<file path="src/asr_consts.svh">
/*
 Offsets, field positions, reset values and timing counts of the bus address
 and soft reset registers. Assumes nothing beyond being included by name.
*/
`ifndef ASR_CONSTS_SVH
`define ASR_CONSTS_SVH

`define ASR_OFS_ADDR_CFG     8'h00
`define ASR_OFS_RESET_CTL    8'h01
`define ASR_ADDR_HI          7
`define ASR_ADDR_LO          1
`define ASR_SRC_SEL_BIT      0
`define ASR_FULL_RST_BIT     1
`define ASR_LOGIC_RST_BIT    0
`define ASR_RESET_CTL_RST    8'h00
`define ASR_SRC_SEL_RST      1'b0
`define ASR_RST_PULSE_NS     20
`define ASR_CLK_PERIOD_NS    5
`define ASR_RST_PULSE_CYC    ((`ASR_RST_PULSE_NS + `ASR_CLK_PERIOD_NS - 1) / `ASR_CLK_PERIOD_NS)

`endif

</file>
<file path="src/asr_pkg.sv">
/*
 Types shared by the address select and soft reset block.
 Assumes asr_consts.svh is compiled alongside.
*/
package asr_pkg;
   typedef enum logic [1:0] {
      ASR_IDLE,
      ASR_PULSE
   } asr_rst_state_t;

   typedef enum logic [1:0] {
      ASR_GNT_NONE,
      ASR_GNT_LOCAL,
      ASR_GNT_REMOTE
   } asr_grant_t;
endpackage : asr_pkg

</file>
<file path="src/asr_arbiter.sv">
/*
 Two-master register access arbiter: local and remote requesters, one grant.
 Assumes requests are levels held until the one-cycle done pulse.
*/
`timescale 1ns/1ps
`default_nettype none

module asr_arbiter
   import asr_pkg::*;
(
   input  wire logic       clk,
   input  wire logic       reset_n,
   input  wire logic       local_req,
   input  wire logic       remote_req,
   input  wire logic       done,
   output logic            grant_local,
   output logic            grant_remote
);

   typedef struct packed {
      asr_grant_t owner;
      logic       last_remote;
   } asr_arb_state_t;

   asr_arb_state_t s_q;
   asr_arb_state_t s_d;

   // Owner held until done, so a read or write is never split between masters
   always_comb begin
      s_d = s_q;
      unique case (s_q.owner)
         ASR_GNT_NONE: begin
            if (local_req && (!remote_req || s_q.last_remote)) begin
               s_d.owner = ASR_GNT_LOCAL; // see RL7
            end else if (remote_req) begin
               s_d.owner = ASR_GNT_REMOTE; // see RL7
            end
         end
         ASR_GNT_LOCAL, ASR_GNT_REMOTE: begin
            if (done) begin
               s_d.last_remote = (s_q.owner == ASR_GNT_REMOTE);
               s_d.owner       = ASR_GNT_NONE;
            end
         end
         default: s_d.owner = ASR_GNT_NONE;
      endcase
   end

   always_ff @(posedge clk or negedge reset_n) begin
      if (!reset_n) begin
         s_q <= '{owner: ASR_GNT_NONE, last_remote: 1'b0};
      end else begin
         s_q <= s_d;
      end
   end

   assign grant_local  = (s_q.owner == ASR_GNT_LOCAL);
   assign grant_remote = (s_q.owner == ASR_GNT_REMOTE);

endmodule : asr_arbiter
`default_nettype wire

</file>
<file path="src/asr_address_select_soft_reset.sv">
/*
 Bus address register with strap or override source, and the soft reset
 control register with two self-clearing reset bits. Two register ports
 (local and remote masters) share one arbitrated access path, so a read
 never sees half of a write from the other master.
 The address strap passes a three-stage synchroniser, is captured once
 after power-on reset and then kept; the full soft reset restores that copy.
 Assumes the address strap pin is static after power-up and the I2C slave
 front ends hold a request until its done pulse, then drop it for at
 least one cycle. The soft reset outputs are decoded from the pulse state,
 so logic that uses them as asynchronous resets should resynchronise them.
*/
`timescale 1ns/1ps
`default_nettype none
`include "asr_consts.svh"

// How it works
// RL1 - Address register bits 7-1 hold target address, defaulting to strap value.
// RL2 - Address bit 0 selects source: 0 strap address, 1 programmed override.
// RL3 - Reset bit 1 resets all logic and registers, then clears itself.
// RL4 - Full reset reloads strap-defaulted registers from the captured strap value.
// RL5 - Reset bit 0 resets logic but keeps register contents, then clears itself.
// RL6 - Reset register at offset 0x1, reset 0x0, upper six bits read zero.
// RL7 - Local and remote simultaneous accesses are arbitrated without corruption.
// RL8 - Reset bits self-clear within a few cycles and read back as 0.
module asr_address_select_soft_reset
   import asr_pkg::*;
#(
   parameter int ADDR_W = 7,
   parameter int PULSE_CYC = `ASR_RST_PULSE_CYC
) (
   // Clock and power-on reset
   input  wire logic              clk,
   input  wire logic              reset_n,
   // Strap level, asynchronous to clk
   input  wire logic [ADDR_W-1:0] address_strap_pin,
   // Local master register port
   input  wire logic              loc_req,
   input  wire logic              loc_we,
   input  wire logic [7:0]        loc_addr,
   input  wire logic [7:0]        loc_wdata,
   output logic [7:0]             loc_rdata,
   output logic                   loc_done,
   // Remote master register port
   input  wire logic              rem_req,
   input  wire logic              rem_we,
   input  wire logic [7:0]        rem_addr,
   input  wire logic [7:0]        rem_wdata,
   output logic [7:0]             rem_rdata,
   output logic                   rem_done,
   // Effective address and soft reset controls
   output logic [ADDR_W-1:0]      i2c_target_address,
   output logic                   logic_reset_n,
   output logic                   regs_reset_n
);

   // Elaboration checks: the byte layout fixes the address width, and the
   // four-bit pulse counter cannot hold more than fifteen cycles
   if (ADDR_W != `ASR_ADDR_HI - `ASR_ADDR_LO + 1) begin : g_bad_addr_w
      $error("ADDR_W must match the address field of the register");
   end
   if (PULSE_CYC < 1 || PULSE_CYC > 15) begin : g_bad_pulse
      $error("PULSE_CYC must lie between 1 and 15");
   end

   // All state of the block outside the arbiter: one comb copy, one register
   typedef struct packed {
      // Strap synchroniser, fill count and captured copy
      logic [1:0]        strap_fill;
      logic [ADDR_W-1:0] strap_s1;
      logic [ADDR_W-1:0] strap_s2;
      logic [ADDR_W-1:0] strap_s3;
      logic              strap_valid;
      logic [ADDR_W-1:0] strap_val;
      // Address register contents
      logic [ADDR_W-1:0] addr;
      logic              src_sel;
      // Soft reset pulse
      asr_rst_state_t    rst_state;
      logic              rst_full;
      logic [3:0]        rst_cnt;
      // Access answer
      logic              done;
      logic              done_remote;
      logic [7:0]        rdata;
   } asr_state_t;

   // Registered state and its next value
   asr_state_t s_q;
   asr_state_t s_d;
   // Grants and the granted master's access
   logic       grant_local;
   logic       grant_remote;
   logic       acc_we;
   logic [7:0] acc_addr;
   logic [7:0] acc_wdata;

   // Readback mux shared by both masters; unmapped offsets read as zero
   function automatic logic [7:0] read_reg(input logic [7:0] ofs, input asr_state_t s);
      logic [7:0] v;
      v = 8'h00;
      unique case (ofs)
         `ASR_OFS_ADDR_CFG: begin
            v = {s.addr, s.src_sel}; // see RL1, RL2
         end
         `ASR_OFS_RESET_CTL: begin
            // Reset bits always read 0: they live only as the pulse state
            v = `ASR_RESET_CTL_RST; // see RL6, RL8
         end
         default: begin
            v = 8'h00;
         end
      endcase
      return v;
   endfunction : read_reg

   // Write strobe decode for one offset, shared by both registers
   function automatic logic write_hit(input logic we, input logic [7:0] a, input logic [7:0] ofs);
      logic hit;
      hit = we && (a == ofs);
      return hit;
   endfunction : write_hit

   // One owner from grant to done; a tie goes to the master that did not
   // win the last access, so neither port can starve the other
   asr_arbiter u_arb (
      .clk          (clk),
      .reset_n      (reset_n),
      .local_req    (loc_req),
      .remote_req   (rem_req),
      .done         (s_q.done),
      .grant_local  (grant_local),
      .grant_remote (grant_remote)
   );

   // Selected master's access; one owner at a time. With no grant the
   // remote port shows through, which is harmless as no access then runs
   assign acc_we    = grant_local ? loc_we    : rem_we;
   assign acc_addr  = grant_local ? loc_addr  : rem_addr;
   assign acc_wdata = grant_local ? loc_wdata : rem_wdata; // see RL7

   // Next state: strap capture, register access, then the reset pulse,
   // which comes last so that its restore wins over anything else
   always_comb begin
      s_d      = s_q;
      s_d.done = 1'b0;
      // Strap synchroniser: value captured once, when stages two and three agree
      s_d.strap_s1 = address_strap_pin;
      s_d.strap_s2 = s_q.strap_s1;
      s_d.strap_s3 = s_q.strap_s2;
      // Stage three holds a pin sample only three edges after reset; the
      // fill count keeps the reset zeros from being taken as the strap
      if (s_q.strap_fill != 2'h3) begin
         s_d.strap_fill = s_q.strap_fill + 2'h1;
      end
      if (!s_q.strap_valid && s_q.strap_fill == 2'h3 && s_q.strap_s2 == s_q.strap_s3) begin
         s_d.strap_valid = 1'b1;
         s_d.strap_val   = s_q.strap_s3;
         s_d.addr        = s_q.strap_s3; // see RL1
      end
      // Access cycle: granted request is served once, answered next cycle.
      // Held off until the strap is known, so an early write is not lost
      if ((grant_local || grant_remote) && !s_q.done && s_q.rst_state == ASR_IDLE && s_q.strap_valid) begin
         s_d.done        = 1'b1;
         s_d.done_remote = grant_remote;
         s_d.rdata       = read_reg(acc_addr, s_q);
         if (write_hit(acc_we, acc_addr, `ASR_OFS_ADDR_CFG)) begin
            s_d.addr    = acc_wdata[`ASR_ADDR_HI:`ASR_ADDR_LO]; // see RL1
            s_d.src_sel = acc_wdata[`ASR_SRC_SEL_BIT];        // see RL2
         end
         // Bit 1 has priority: writing both bits gives the full reset
         if (write_hit(acc_we, acc_addr, `ASR_OFS_RESET_CTL)) begin
            if (acc_wdata[`ASR_FULL_RST_BIT]) begin
               s_d.rst_state = ASR_PULSE;
               s_d.rst_full  = 1'b1; // see RL3
               s_d.rst_cnt   = 4'(PULSE_CYC);
            end else if (acc_wdata[`ASR_LOGIC_RST_BIT]) begin
               s_d.rst_state = ASR_PULSE;
               s_d.rst_full  = 1'b0; // see RL5
               s_d.rst_cnt   = 4'(PULSE_CYC);
            end
         end
      end
      // Self-clearing pulse; the full variant reloads the registers in every pulse cycle,
      // so they hold their reset values from the second pulse cycle on, the logic-only one leaves them
      unique case (s_q.rst_state)
         ASR_IDLE: ;
         ASR_PULSE: begin
            if (s_q.rst_full) begin
               s_d.addr    = s_q.strap_val;       // see RL4
               s_d.src_sel = `ASR_SRC_SEL_RST;    // see RL3
            end
            // Count down; the last pulse cycle returns to idle
            s_d.rst_cnt = s_q.rst_cnt - 4'h1;
            if (s_q.rst_cnt == 4'h1) begin
               s_d.rst_state = ASR_IDLE; // see RL8
               s_d.rst_full  = 1'b0;
            end
         end
         default: s_d.rst_state = ASR_IDLE;
      endcase
   end

   // State register; power-on reset clears all, the strap copy included
   always_ff @(posedge clk or negedge reset_n) begin
      if (!reset_n) begin
         s_q <= '{rst_state: ASR_IDLE, default: '0};
      end else begin
         s_q <= s_d;
      end
   end

   // Override only after the strap is known; before that the strap copy is 0.
   // Read data is one register for both ports: it stands until the next
   // access of either master, so each master takes it with its done pulse
   assign i2c_target_address = s_q.src_sel ? s_q.addr : s_q.strap_val; // see RL2
   assign logic_reset_n      = !(s_q.rst_state == ASR_PULSE);          // see RL3, RL5
   assign regs_reset_n       = !(s_q.rst_state == ASR_PULSE && s_q.rst_full); // see RL3
   assign loc_done           = s_q.done && !s_q.done_remote;
   assign rem_done           = s_q.done && s_q.done_remote;
   assign loc_rdata          = s_q.rdata;
   assign rem_rdata          = s_q.rdata;

endmodule : asr_address_select_soft_reset
`default_nettype wire

</file>
<file path="config.mk">
export PLATFORM = sky130hd
export DESIGN_NAME = asr_address_select_soft_reset
export DESIGN_NICKNAME = d
export VERILOG_FILES = /design/src/asr_pkg.sv /design/src/asr_arbiter.sv /design/src/asr_address_select_soft_reset.sv
export VERILOG_INCLUDE_DIRS = /design/src
export SDC_FILE = /design/constraint.sdc
export NUM_CORES = 1
export LEC_CHECK = 0
export ABC_AREA = 1
export BUFFER_PORTS_ARGS = -buffer_cell sky130_fd_sc_hd__buf_2
export CORE_AREA = 5 5 85 87
export DETAILED_ROUTE_END_ITERATION = 8
export DIE_AREA = 0 0 90 92
export PLACE_DENSITY = 0.71
export SLEW_MARGIN = 10
export SYNTH_ARGS = -nofsm -noshare
export SYNTH_HDL_FRONTEND = slang
export SYNTH_SLANG_ARGS = --single-unit
</file>
<file path="constraint.sdc">
create_clock -name clk -period 2.3 [get_ports clk]
set_input_delay 0.345 -clock clk [delete_from_list [all_inputs] [get_ports clk]]
set_output_delay 0.345 -clock clk [all_outputs]
set_load 0.02 [all_outputs]
</file>
# After elaboration in Yosys (flattened, before gate mapping)
# Cells that the tools add are included.
[op_classes]
n_addsub = 2
eq_ne = 10
muxes = 20
reduce_logical = 29
[ops]
columns = ["cell", "count"]
rows = [
  ["$mux W8", 6],
  ["$mux W7", 5],
  ["$mux W25", 1],
  ["$logic_and A1 B1 Y1", 11],
  ["$eq A8 B1 Y1 const B", 1],
  ["$logic_not A8 Y1", 1],
  ["$pmux W2 S2", 2],
  ["$eq A7 B7 Y1", 1],
  ["$logic_not A1 Y1", 6],
  ["$mux W3", 2],
  ["$mux W5", 1],
  ["$eq A2 B1 Y1 const B", 2],
  ["$eq A2 B2 Y1 const B", 2],
  ["$eq A4 B1 Y1 const B", 1],
  ["$logic_not A2 Y1", 2],
  ["$mux W2", 2],
  ["$ne A2 B2 Y1 const B", 2],
  ["$reduce_and A2 Y1", 2],
  ["$reduce_bool A2 Y1", 2],
  ["$sub A4 B1 Y4 const B", 1],
  ["$ne A3 B2 Y1 const B", 1],
  ["$reduce_and A3 Y1", 1],
  ["$reduce_bool A3 Y1", 1],
  ["$add A2 B1 Y2 const B", 1],
  ["other kinds (3)", 4],
]
[word_totals]
ff_bits = 59
inputBits = 45
word_cells = 77

# Depth between registers and ports, before layout
# Gate-level depths: netlist of run 1.
[logic_depth]
ltp_word = 8
mapped_depth = 13
ltp_nobuf = 11

# Modules after synthesis
# From an unflattened synthesis of run 1, not the netlist that was laid out.
[unflattened]
cells_unflattened = 367
hier_area_um2 = 3037.9
[modules_own_cells]
columns = ["module", "instances", "cells_each", "area_each_um2", "seq_area_each_um2"]
rows = [
  ["asr_address_select_soft_reset", 1, 343, 2832.7, 1401.3],
  ["asr_arbiter", 1, 24, 205.2, 75.1],
]

# Worst setup path before layout of run 1
# Ideal clock, no wire load.
[synth_path]
path_kind = "register to register"
from = "register u_arb.s_q[2] (netlist name)"
to = "register s_q[19] (netlist name)"
t_arrival_ns = 1.597
required_time_ns = 2.181
slack_ns = 0.585
stages_incl_launch_ff = 14
path_buffers = 2
synth_period_minus_slack_ns = 1.715
cell_sequence = "dfrtp_1 inv_1 ha_1 buf_6 inv_4 buf_6 nand2_4 nand2_2 nor2_4 nand4_4 nor2_8 nand3_1 nand3_1 nand2_1"
[synth_lines]
columns = ["item", "line", "text"]
rows = [
  ["start, declared", "asr_arbiter.sv:25", "asr_arb_state_t s_q;"],
  ["start signal, assigned", "asr_arbiter.sv:51", "s_q <= '{owner: ASR_GNT_NONE, last_remote: 1'b0};"],
  ["end signal, assigned", "asr_address_select_soft_reset.sv:207", "s_q <= '{rst_state: ASR_IDLE, default: '0};"],
  ["end signal, assigned", "asr_address_select_soft_reset.sv:209", "s_q <= s_d;"],
  ["end, declared", "asr_address_select_soft_reset.sv:89", "asr_state_t s_q;"],
]

# Worst setup path in the final report of run 1
[layout_path]
from = "register u_arb.s_q[1] (netlist name)"
to = "register s_q[11] (netlist name)"
[layout_via]
elab_chain_cells = 7
elab_cells_between_ends = 19
classes_between = "eq/ne (3); mux (7); reduce/logical (9)"
[layout_lines]
columns = ["item"]
rows = [
  ["branches (longest 7 deep; another with $mux W8)"],
]
# Several ways; the timed one is not identified. The select of a mux whose other input is x is not followed.
# A chain may end at the register's enable or synchronous reset.

==> summary.log, run 1 <==
INFO  drt            drt-vias-per-instance=4.74
INFO  setup_path     cp-startpoint=u_arb.s_q[1]$_DFFE_PN0P_
INFO  clocking       cell_at_the_root_of_the_clock_tree=clkbuf_8
INFO  power          comb_power_share=0.313
INFO  synth          post_synth_inst_count=347
INFO  worst_hold_path timing.hold.worst.class=in2async
INFO  timing         slew_headroom=0.628
INFO  place          routabilityCongestion=0.785
INFO  place          dp_hpwl=4510um
INFO  finish         count_of_non_filler_cells_in_the_finished_layout=492
INFO  synth          yosys.area.top_type_share=0.505
INFO  power          swShare=0.351
INFO  setup_path     timing.reg2reg.worst_path_depth=9
INFO  floorplanning  core_area=6280um^2
INFO  setup_path     worstPathCellList=inv_1 > ha_1 > nand3_1 > nor2_2 > inv_1 > nor2_1 > o21ai_2 > nand3_1 > o21ai_0
INFO  timing         final.setup.tns=0ns
INFO  synth          mappedNetlistNets=399
INFO  setup_path     timing.critical_path.fanout_max=12
INFO  synth          yosysTopAreaCell=dfrtp_1
INFO  clocking       postCtsHoldBufs=0
INFO  setup_path     worstSetupEndpointType=flop
INFO  setup_path     timing.critical_path.required=2.51ns
INFO  clocking       path_clk_slew=0.07ns
INFO  power          cellInternalPower=2290uW
INFO  drt            routed-via-count=2333
INFO  timing         setup_repair_after_global_routing_missed_its_margin=false
INFO  global_route   grt_start_max_net_pins=36
INFO  floorplanning  std_cell_rows=29
INFO  outcome        outcome=complete, but fails checks
INFO  finish         area.growth.synth_to_final=18.6%
INFO  setup_path     ff2ff_setup_slack=0.28ns
INFO  synth          synth.cell_area=2930um^2
INFO  synth          yosysWarnings=0
INFO  timing         slew_violations=0
INFO  finish         number_of_filler_cells_placed_in_the_layout=585
INFO  setup_path     criticalPathCategory=reg2reg
INFO  timing         clock-skew-final=0.00669ns
INFO  synth          mean_cell_area_of_the_mapped_netlist=8.43um^2
INFO  power          pwr-share-seq=0.388
INFO  finish         layout-drive-gt1-share=0.255
INFO  clocking       post_cts.resized_instances=0
INFO  setup_path     crit-reg2reg-launch=u_arb.s_q[1]$_DFFE_PN0P_
INFO  power          ir_drop=0.723mV
INFO  setup_path     timing.critical_path.from_type=flop
INFO  synth          top_area_cells_in_the_synthesized_netlist=dfrtp_1, nand2_1, nand3_1, inv_1, buf_4
INFO  global_route   congestion_overflow_gr=0
INFO  setup_path     rr_endpoint=s_q[11]$_DFFE_PN0P_
INFO  floorplanning  initial_core_util=0.466
INFO  clocking       clock_path_buffers=2
INFO  synth          synthDistinctLibCells=30
INFO  clocking       cts_tree=yes
INFO  clocking       cts.sink_count=59
INFO  power          power.share.clock=0.299
INFO  timing         setup_violations=0
INFO  drt            route.antenna.remaining_nets=0
INFO  synth          postSynthRegisterBits=59
INFO  power          power.switching=1240uW
INFO  clocking       htree_num_levels=3
INFO  drt            drt_iter0_markers=168
INFO  setup_path     worstPathArrival=2.23ns
INFO  drt            route.detailed.drc=0
INFO  floorplanning  die_w=90um
INFO  floorplanning  die_h=92um
INFO  global_route   grt_pass1_vias=2229
INFO  outcome        violated_checks=hold timing
INFO  finish         layout.core_utilization=0.553
INFO  drt            detail_route.first_pass.iterations=4
INFO  global_route   grt_pass1_wl=9920um
INFO  timing         hold-worst-slack=-0.00319ns
INFO  power          power-per-cell-area=1020nW/um^2
INFO  timing         final_hold_viol_count=1
INFO  clocking       cts_post_setup_buffers_inserted=0
INFO  drt            routed_wire_length_per_instance=12.0um
INFO  power          cellLeakagePower=0.00193uW
INFO  timing         clock.fmax=496MHz
INFO  place          dpl.cell_count=476
INFO  timing         finalWorstSetupSlack=0.285ns
INFO  drt            routed_wl=5910um
INFO  setup_path     crit_path_top_delay_cell=dfrtp_1
INFO  flow_run       maxCapViolations=0
INFO  clocking       cts_inserted_buffers=9
INFO  timing         tightestPinTransition=0.558ns
INFO  finish         num_antenna_cells=0
INFO  finish         final_net_count=462
INFO  place          port-buffer-count=71
INFO  timing         final_period_minus_worst_setup_slack=2.02ns
INFO  setup_path     critical_path.max_stage_delay=0.37ns
INFO  clocking       clk_latency=0.33ns
INFO  floorplanning  die_area=8280um^2
INFO  global_route   antenna_found_initial=0
INFO  synth          seq_area_frac_synth=0.505
INFO  floorplanning  io_pins=72
INFO  place          place_ws=0.274ns
INFO  global_route   global_route.usage.total=0.147
INFO  timing         final.period_utilization=0.876
-- routing by layer --
| layer | vias to the layer above | GRT usage | wire (um) |
|---|---|---|---|
| met5 | - | 0 | 0 |
| met4 | 0 | 0.0583 | 16 |
| met3 | 2 | 0.0475 | 413 |
| met2 | 63 | 0.243 | 2990 |
| met1 | 1071 | 0.178 | 2490 |
| li1 | 1197 | - | - |
-- worst max-delay path: cells and delay by family (launching register included) --
| family | cells | cell delay (ns) |
|---|---|---|
| compound gates | 2 | 0.21 |
| fa+ha+maj | 1 | 0.36 |
| buf+inv | 2 | 0.32 |
| flops | 1 | 0.37 |
| simple gates | 4 | 0.63 |
-- power by group through the flow --
stage | Sequential, uW | Clock (uW) | Combinational, uW
floorplan | 1360 | 0 | 975
global placement | 1370 | 0 | 1090
detailed placement | 1390 | 0 | 1110
CTS | 1370 | 1080 | 1110
global route | 1400 | 1120 | 1230
finish | 1370 | 1050 | 1100
-- Yosys cell counts, drive strengths merged --
cell type and number:
nand2 114, dfrtp 59, inv 46, nand3 37, o21ai 23, nor2 22, buf 20, ha 7
a21oi 3, nand4 3, xnor2 3, clkbuf 2, mux2i 2, a31oi 1, a32oi 1, conb 1
mux2 1, nor3 1, xor2 1
-- metrics by stage --
stage / area [um^2] / power (uW)
floorplan: 2930 / 2330
global placement: 3240 / 2460
detailed placement: 3240 / 2490
CTS: 3470 / 3570
global route: 3470 / 3740
finish: 3470 / 3530
-- placed cells by master, fill, tap and decap left out, types with 2 or more instances in the layout --
master     netlist  routed
nand2_1        109     109
buf_2            0      71
dfrtp_1         59      59
inv_1           44      44
nand3_1         37      37
o21ai_0         21      21
nor2_1          17      17
clkbuf_8         0      11
ha_1             7       7
nand2_2          4       4
xnor2_1          3       3
a21oi_1          3       3
nor2_2           2       2
o21ai_2          2       2
nor2_4           2       2
mux2i_1          2       2
bufinv_16        0       2
buf_4           17       2
-- worst max-delay path by stage --
stage	cells after the start	end	slack, ns
final	9	s_q[11]$_DFFE_PN0P_	0.28
after global placement	9	s_q[11]$_DFFE_PN0P_	0.33
after floorplan	13	s_q[19]$_DFF_PN0_	0.58
after CTS	9	s_q[11]$_DFFE_PN0P_	0.27
after detailed placement	9	s_q[11]$_DFFE_PN0P_	0.27
after global routing	9	s_q[11]$_DFFE_PN0P_	0.1
-- sequential cells by signal, summed over array words and instances (netlist names) --
signal	count
loc_rdata	8
s_d	14
s_q	34
u_arb.s_q	3
-- logic make-up after synthesis --
| logic type | Yosys count | share of synthesized area |
|---|---|---|
| xor+xnor | 4 | 0.0120 |
| simple gates | 177 | 0.272 |
| flops | 59 | 0.505 |
| other cells | 1 | 0.00128 |
| buf+inv | 68 | 0.118 |
| fa+ha+maj | 7 | 0.0299 |
| mux | 3 | 0.0107 |
| compound gates | 28 | 0.0522 |
-- area by class of cell --
class,instances,area (um^2),area share
Clock inverter,4,72.6,0.0209
Multi-Input combinational cell,220,1100,0.318
Tap cell,77,96.3,0.0278
Inverter,46,175,0.0505
Sequential cell,59,1480,0.425
Timing Repair Buffer,74,390,0.112
Clock buffer,12,155,0.0447
Power figures use the tool's default switching activity.
==> inputs of run 2 (changes only) <==
--- a/config.mk
+++ b/config.mk
@@ -12,6 +12,7 @@
 export DETAILED_ROUTE_END_ITERATION = 8
 export DIE_AREA = 0 0 90 92
 export PLACE_DENSITY = 0.71
+export REMOVE_ABC_BUFFERS = 1
 export SLEW_MARGIN = 10
 export SYNTH_ARGS = -nofsm -noshare
 export SYNTH_HDL_FRONTEND = slang
==> run 2 against run 1 <==
Effect of this change: the flow now finishes without violations; critical endpoint unchanged; via count increased by 1.2%; final area decreased by 0.50%; core utilization is 0.28 points lower.
==> summary.log, run 2 (synthesized netlist as in run 1, its figures left out) <==
INFO  finish         count_of_non_filler_cells_in_the_finished_layout=493 [+0.20%]
INFO  timing         tightestPinTransition=0.658ns [+0.0999 ns]
INFO  timing         slew_headroom=0.561 [-0.0666]
INFO  timing         final_period_minus_worst_setup_slack=2.06ns [+0.0488 ns]
INFO  floorplanning  die_area=8280um^2 [unchanged]
INFO  outcome        outcome=complete, no violations
INFO  drt            routed-via-count=2361 [+1.2%]
INFO  drt            drt-vias-per-instance=4.79 [+0.99%]
INFO  drt            detail_route.first_pass.iterations=4 [unchanged]
INFO  floorplanning  core_area=6280um^2 [unchanged]
INFO  setup_path     timing.reg2reg.worst_path_depth=9 [unchanged]
INFO  timing         final.setup.tns=0ns [unchanged]
INFO  drt            route.detailed.drc=0 [unchanged]
INFO  timing         setup_repair_after_global_routing_missed_its_margin=false
INFO  flow_run       maxCapViolations=0 [unchanged]
INFO  timing         final.period_utilization=0.897 [+0.0212]
INFO  worst_hold_path timing.hold.worst.class=in2async
INFO  place          dp_hpwl=4890um [+8.4%]
INFO  power          power.switching=1260uW [+1.7%]
INFO  power          comb_power_share=0.321 [+0.008]
INFO  floorplanning  std_cell_rows=29 [unchanged]
INFO  finish         largest-register=s_q
INFO  drt            route.antenna.remaining_nets=0 [unchanged]
INFO  global_route   global_route.usage.total=0.162 [+0.0147]
INFO  clocking       cts_tree=yes
INFO  setup_path     worstPathArrival=2.28ns [+0.05 ns]
INFO  finish         area.growth.synth_to_final=18.0%
INFO  power          power-per-cell-area=1000nW/um^2 [-1.3%]
INFO  finish         largest_reg_flops=34 [unchanged]
INFO  setup_path     cp-startpoint=u_arb.s_q[1]$_DFFE_PN0P_
INFO  power          swShare=0.363 [+0.0122]
INFO  finish         num_antenna_cells=0 [unchanged]
INFO  power          ir_drop=0.643mV [-11%]
INFO  setup_path     timing.critical_path.fanout_max=12 [unchanged]
INFO  floorplanning  die_h=92um [unchanged]
INFO  global_route   antenna_found_initial=0 [unchanged]
INFO  power          pwr-share-seq=0.397 [+0.009]
INFO  finish         number_of_filler_cells_placed_in_the_layout=588 [+0.51%]
INFO  timing         clock.fmax=484MHz [-2.4%]
INFO  finish         final_net_count=463 [+0.22%]
INFO  floorplanning  io_pins=72 [unchanged]
INFO  setup_path     timing.critical_path.from_type=flop
INFO  finish         final_area=3450um^2 [-0.50%]
INFO  floorplanning  die_w=90um [unchanged]
INFO  clocking       cts_inserted_buffers=9 [unchanged]
INFO  finish         most_common_library_cell_in_the_layout_ignoring_fill_and_taps=nand2_1
INFO  finish         layout.core_utilization=0.550 [-0.00279]
INFO  clocking       htree_num_levels=3 [unchanged]
INFO  clocking       postCtsHoldBufs=0 [unchanged]
INFO  floorplanning  initial_core_util=0.466 [unchanged]
INFO  place          dpl.cell_count=477 [+0.21%]
INFO  place          port-buffer-count=71 [unchanged]
INFO  power          cellLeakagePower=0.00192uW [-0.30%]
INFO  power          power.share.clock=0.282 [-0.017]
INFO  clocking       cell_at_the_root_of_the_clock_tree=clkbuf_8
INFO  setup_path     criticalPathCategory=reg2reg
INFO  setup_path     crit-reg2reg-launch=u_arb.s_q[1]$_DFFE_PN0P_
INFO  clocking       post_cts.resized_instances=0 [unchanged]
INFO  setup_path     worstPathCellList=inv_1 > ha_1 > nand3_1 > nor2_2 > inv_1 > nor2_1 > o21ai_2 > nand3_1 > o21ai_0
INFO  setup_path     timing.critical_path.required=2.51ns [about the same]
INFO  setup_path     worstSetupEndpointType=flop
INFO  timing         final_hold_viol_count=0 [-1]
INFO  clocking       cts_post_setup_buffers_inserted=0 [unchanged]
INFO  setup_path     worstSetupEndpoint=s_q[11]$_DFFE_PN0P_
INFO  timing         clock-skew-final=0.00438ns [-0.00231 ns]
INFO  global_route   grt_pass1_vias=2428 [+8.9%]
INFO  setup_path     critical_path.max_stage_delay=0.39ns [+0.02 ns]
INFO  place          placement.cell_area=3240um^2 [-0.15%]
INFO  clocking       path_clk_slew=0.06ns [about the same]
INFO  clocking       cts.sink_count=59 [unchanged]
INFO  drt            drt_iter0_markers=114 [-32%]
INFO  timing         slew_violations=0 [unchanged]
INFO  place          routabilityCongestion=0.880 [+12%]
INFO  clocking       clk_latency=0.33ns [about the same]
INFO  finish         mostFrequentLayoutCells=nand2_1, buf_2, dfrtp_1, inv_1, nand3_1
INFO  drt            routed_wire_length_per_instance=12.8um [+7.0%]
INFO  setup_path     ff2ff_setup_slack=0.24ns [-0.05 ns]
INFO  setup_path     rr_endpoint=s_q[11]$_DFFE_PN0P_
INFO  timing         setup_violations=0 [unchanged]
INFO  setup_path     crit_path_top_delay_cell=dfrtp_1
INFO  global_route   congestion_overflow_gr=0 [unchanged]
INFO  drt            routed_wl=6330um [+7.2%]
INFO  power          cellInternalPower=2210uW [-3.6%]
INFO  global_route   grt_start_max_net_pins=29 [-19%]
INFO  global_route   grt_pass1_wl=10800um [+8.7%]
INFO  clocking       clock_path_buffers=2 [unchanged]
INFO  finish         layout-drive-gt1-share=0.262 [+0.00660]
-- run 2: layout make-up --
type	instances	area [um^2]	area share
clock buffers	12	165	0.0478
multi-input cells	220	1110	0.321
well taps	77	96.3	0.0279
clock inverters	4	47.5	0.0138
repair buffers	75	385	0.112
flip-flops and latches	59	1480	0.428
inverters	46	175	0.0507
-- run 2: routing by layer --
layer,share of wire,wire length [um],global-route usage
met1,0.41,2570,0.174
met2,0.52,3290,0.291
met3,0.060,383,0.0565
met4,0.013,85,0.0620
met5,0,0,0
-- run 2: critical path: cells and delay by family (launching register included) --
family | cells | cell delay (ns)
AO/OA/AOI/OAI | 2 | 0.21
adder cells (fa/ha/maj) | 1 | 0.34
buffers and inverters | 2 | 0.33
flip-flops | 1 | 0.39
AND/OR/NAND/NOR | 4 | 0.66
-- run 2: power by group through the flow --
| stage | logic, uW | clock network [uW] | registers, uW |
|---|---|---|---|
| 3_3_place_gp | 1090 | 0 | 1380 |
| 2_1_floorplan | 583 | 0 | 1530 |
| 5_1_grt | 1240 | 1060 | 1410 |
| 6_report | 1110 | 977 | 1380 |
| 4_1_cts | 1120 | 1010 | 1370 |
| 3_5_place_dp | 1120 | 0 | 1390 |
-- run 2: how the worst min path moves through the flow --
stage / from / end / slack, ns / cells past startpoint
2_1_floorplan: reset_n / loc_rdata[0]$_DFFE_PN0N_ / 0.05 / 0
3_3_place_gp: s_d[46]$_DFF_PN0_ / s_d[39]$_DFF_PN0_ / 0.33 / 0
3_5_place_dp: s_d[45]$_DFF_PN0_ / s_d[38]$_DFF_PN0_ / 0.34 / 0
4_1_cts: reset_n / u_arb.s_q[0]$_DFFE_PN0P_ / 0.05 / 1
5_1_grt: reset_n / u_arb.s_q[0]$_DFFE_PN0P_ / 0.07 / 1
6_report: reset_n / u_arb.s_q[0]$_DFFE_PN0P_ / 0.04 / 1
-- run 2: through the flow --
step / setup slack (ns) / hold WS, ns / power [uW]
after floorplan: 0.297 / 0.0494 / 2110
after global placement: 0.294 / 0.332 / 2480
after detailed placement: 0.238 / 0.336 / 2510
after CTS: 0.224 / 0.0512 / 3510
after global routing: 0.00928 / 0.0651 / 3700
final: 0.236 / 0.0377 / 3460
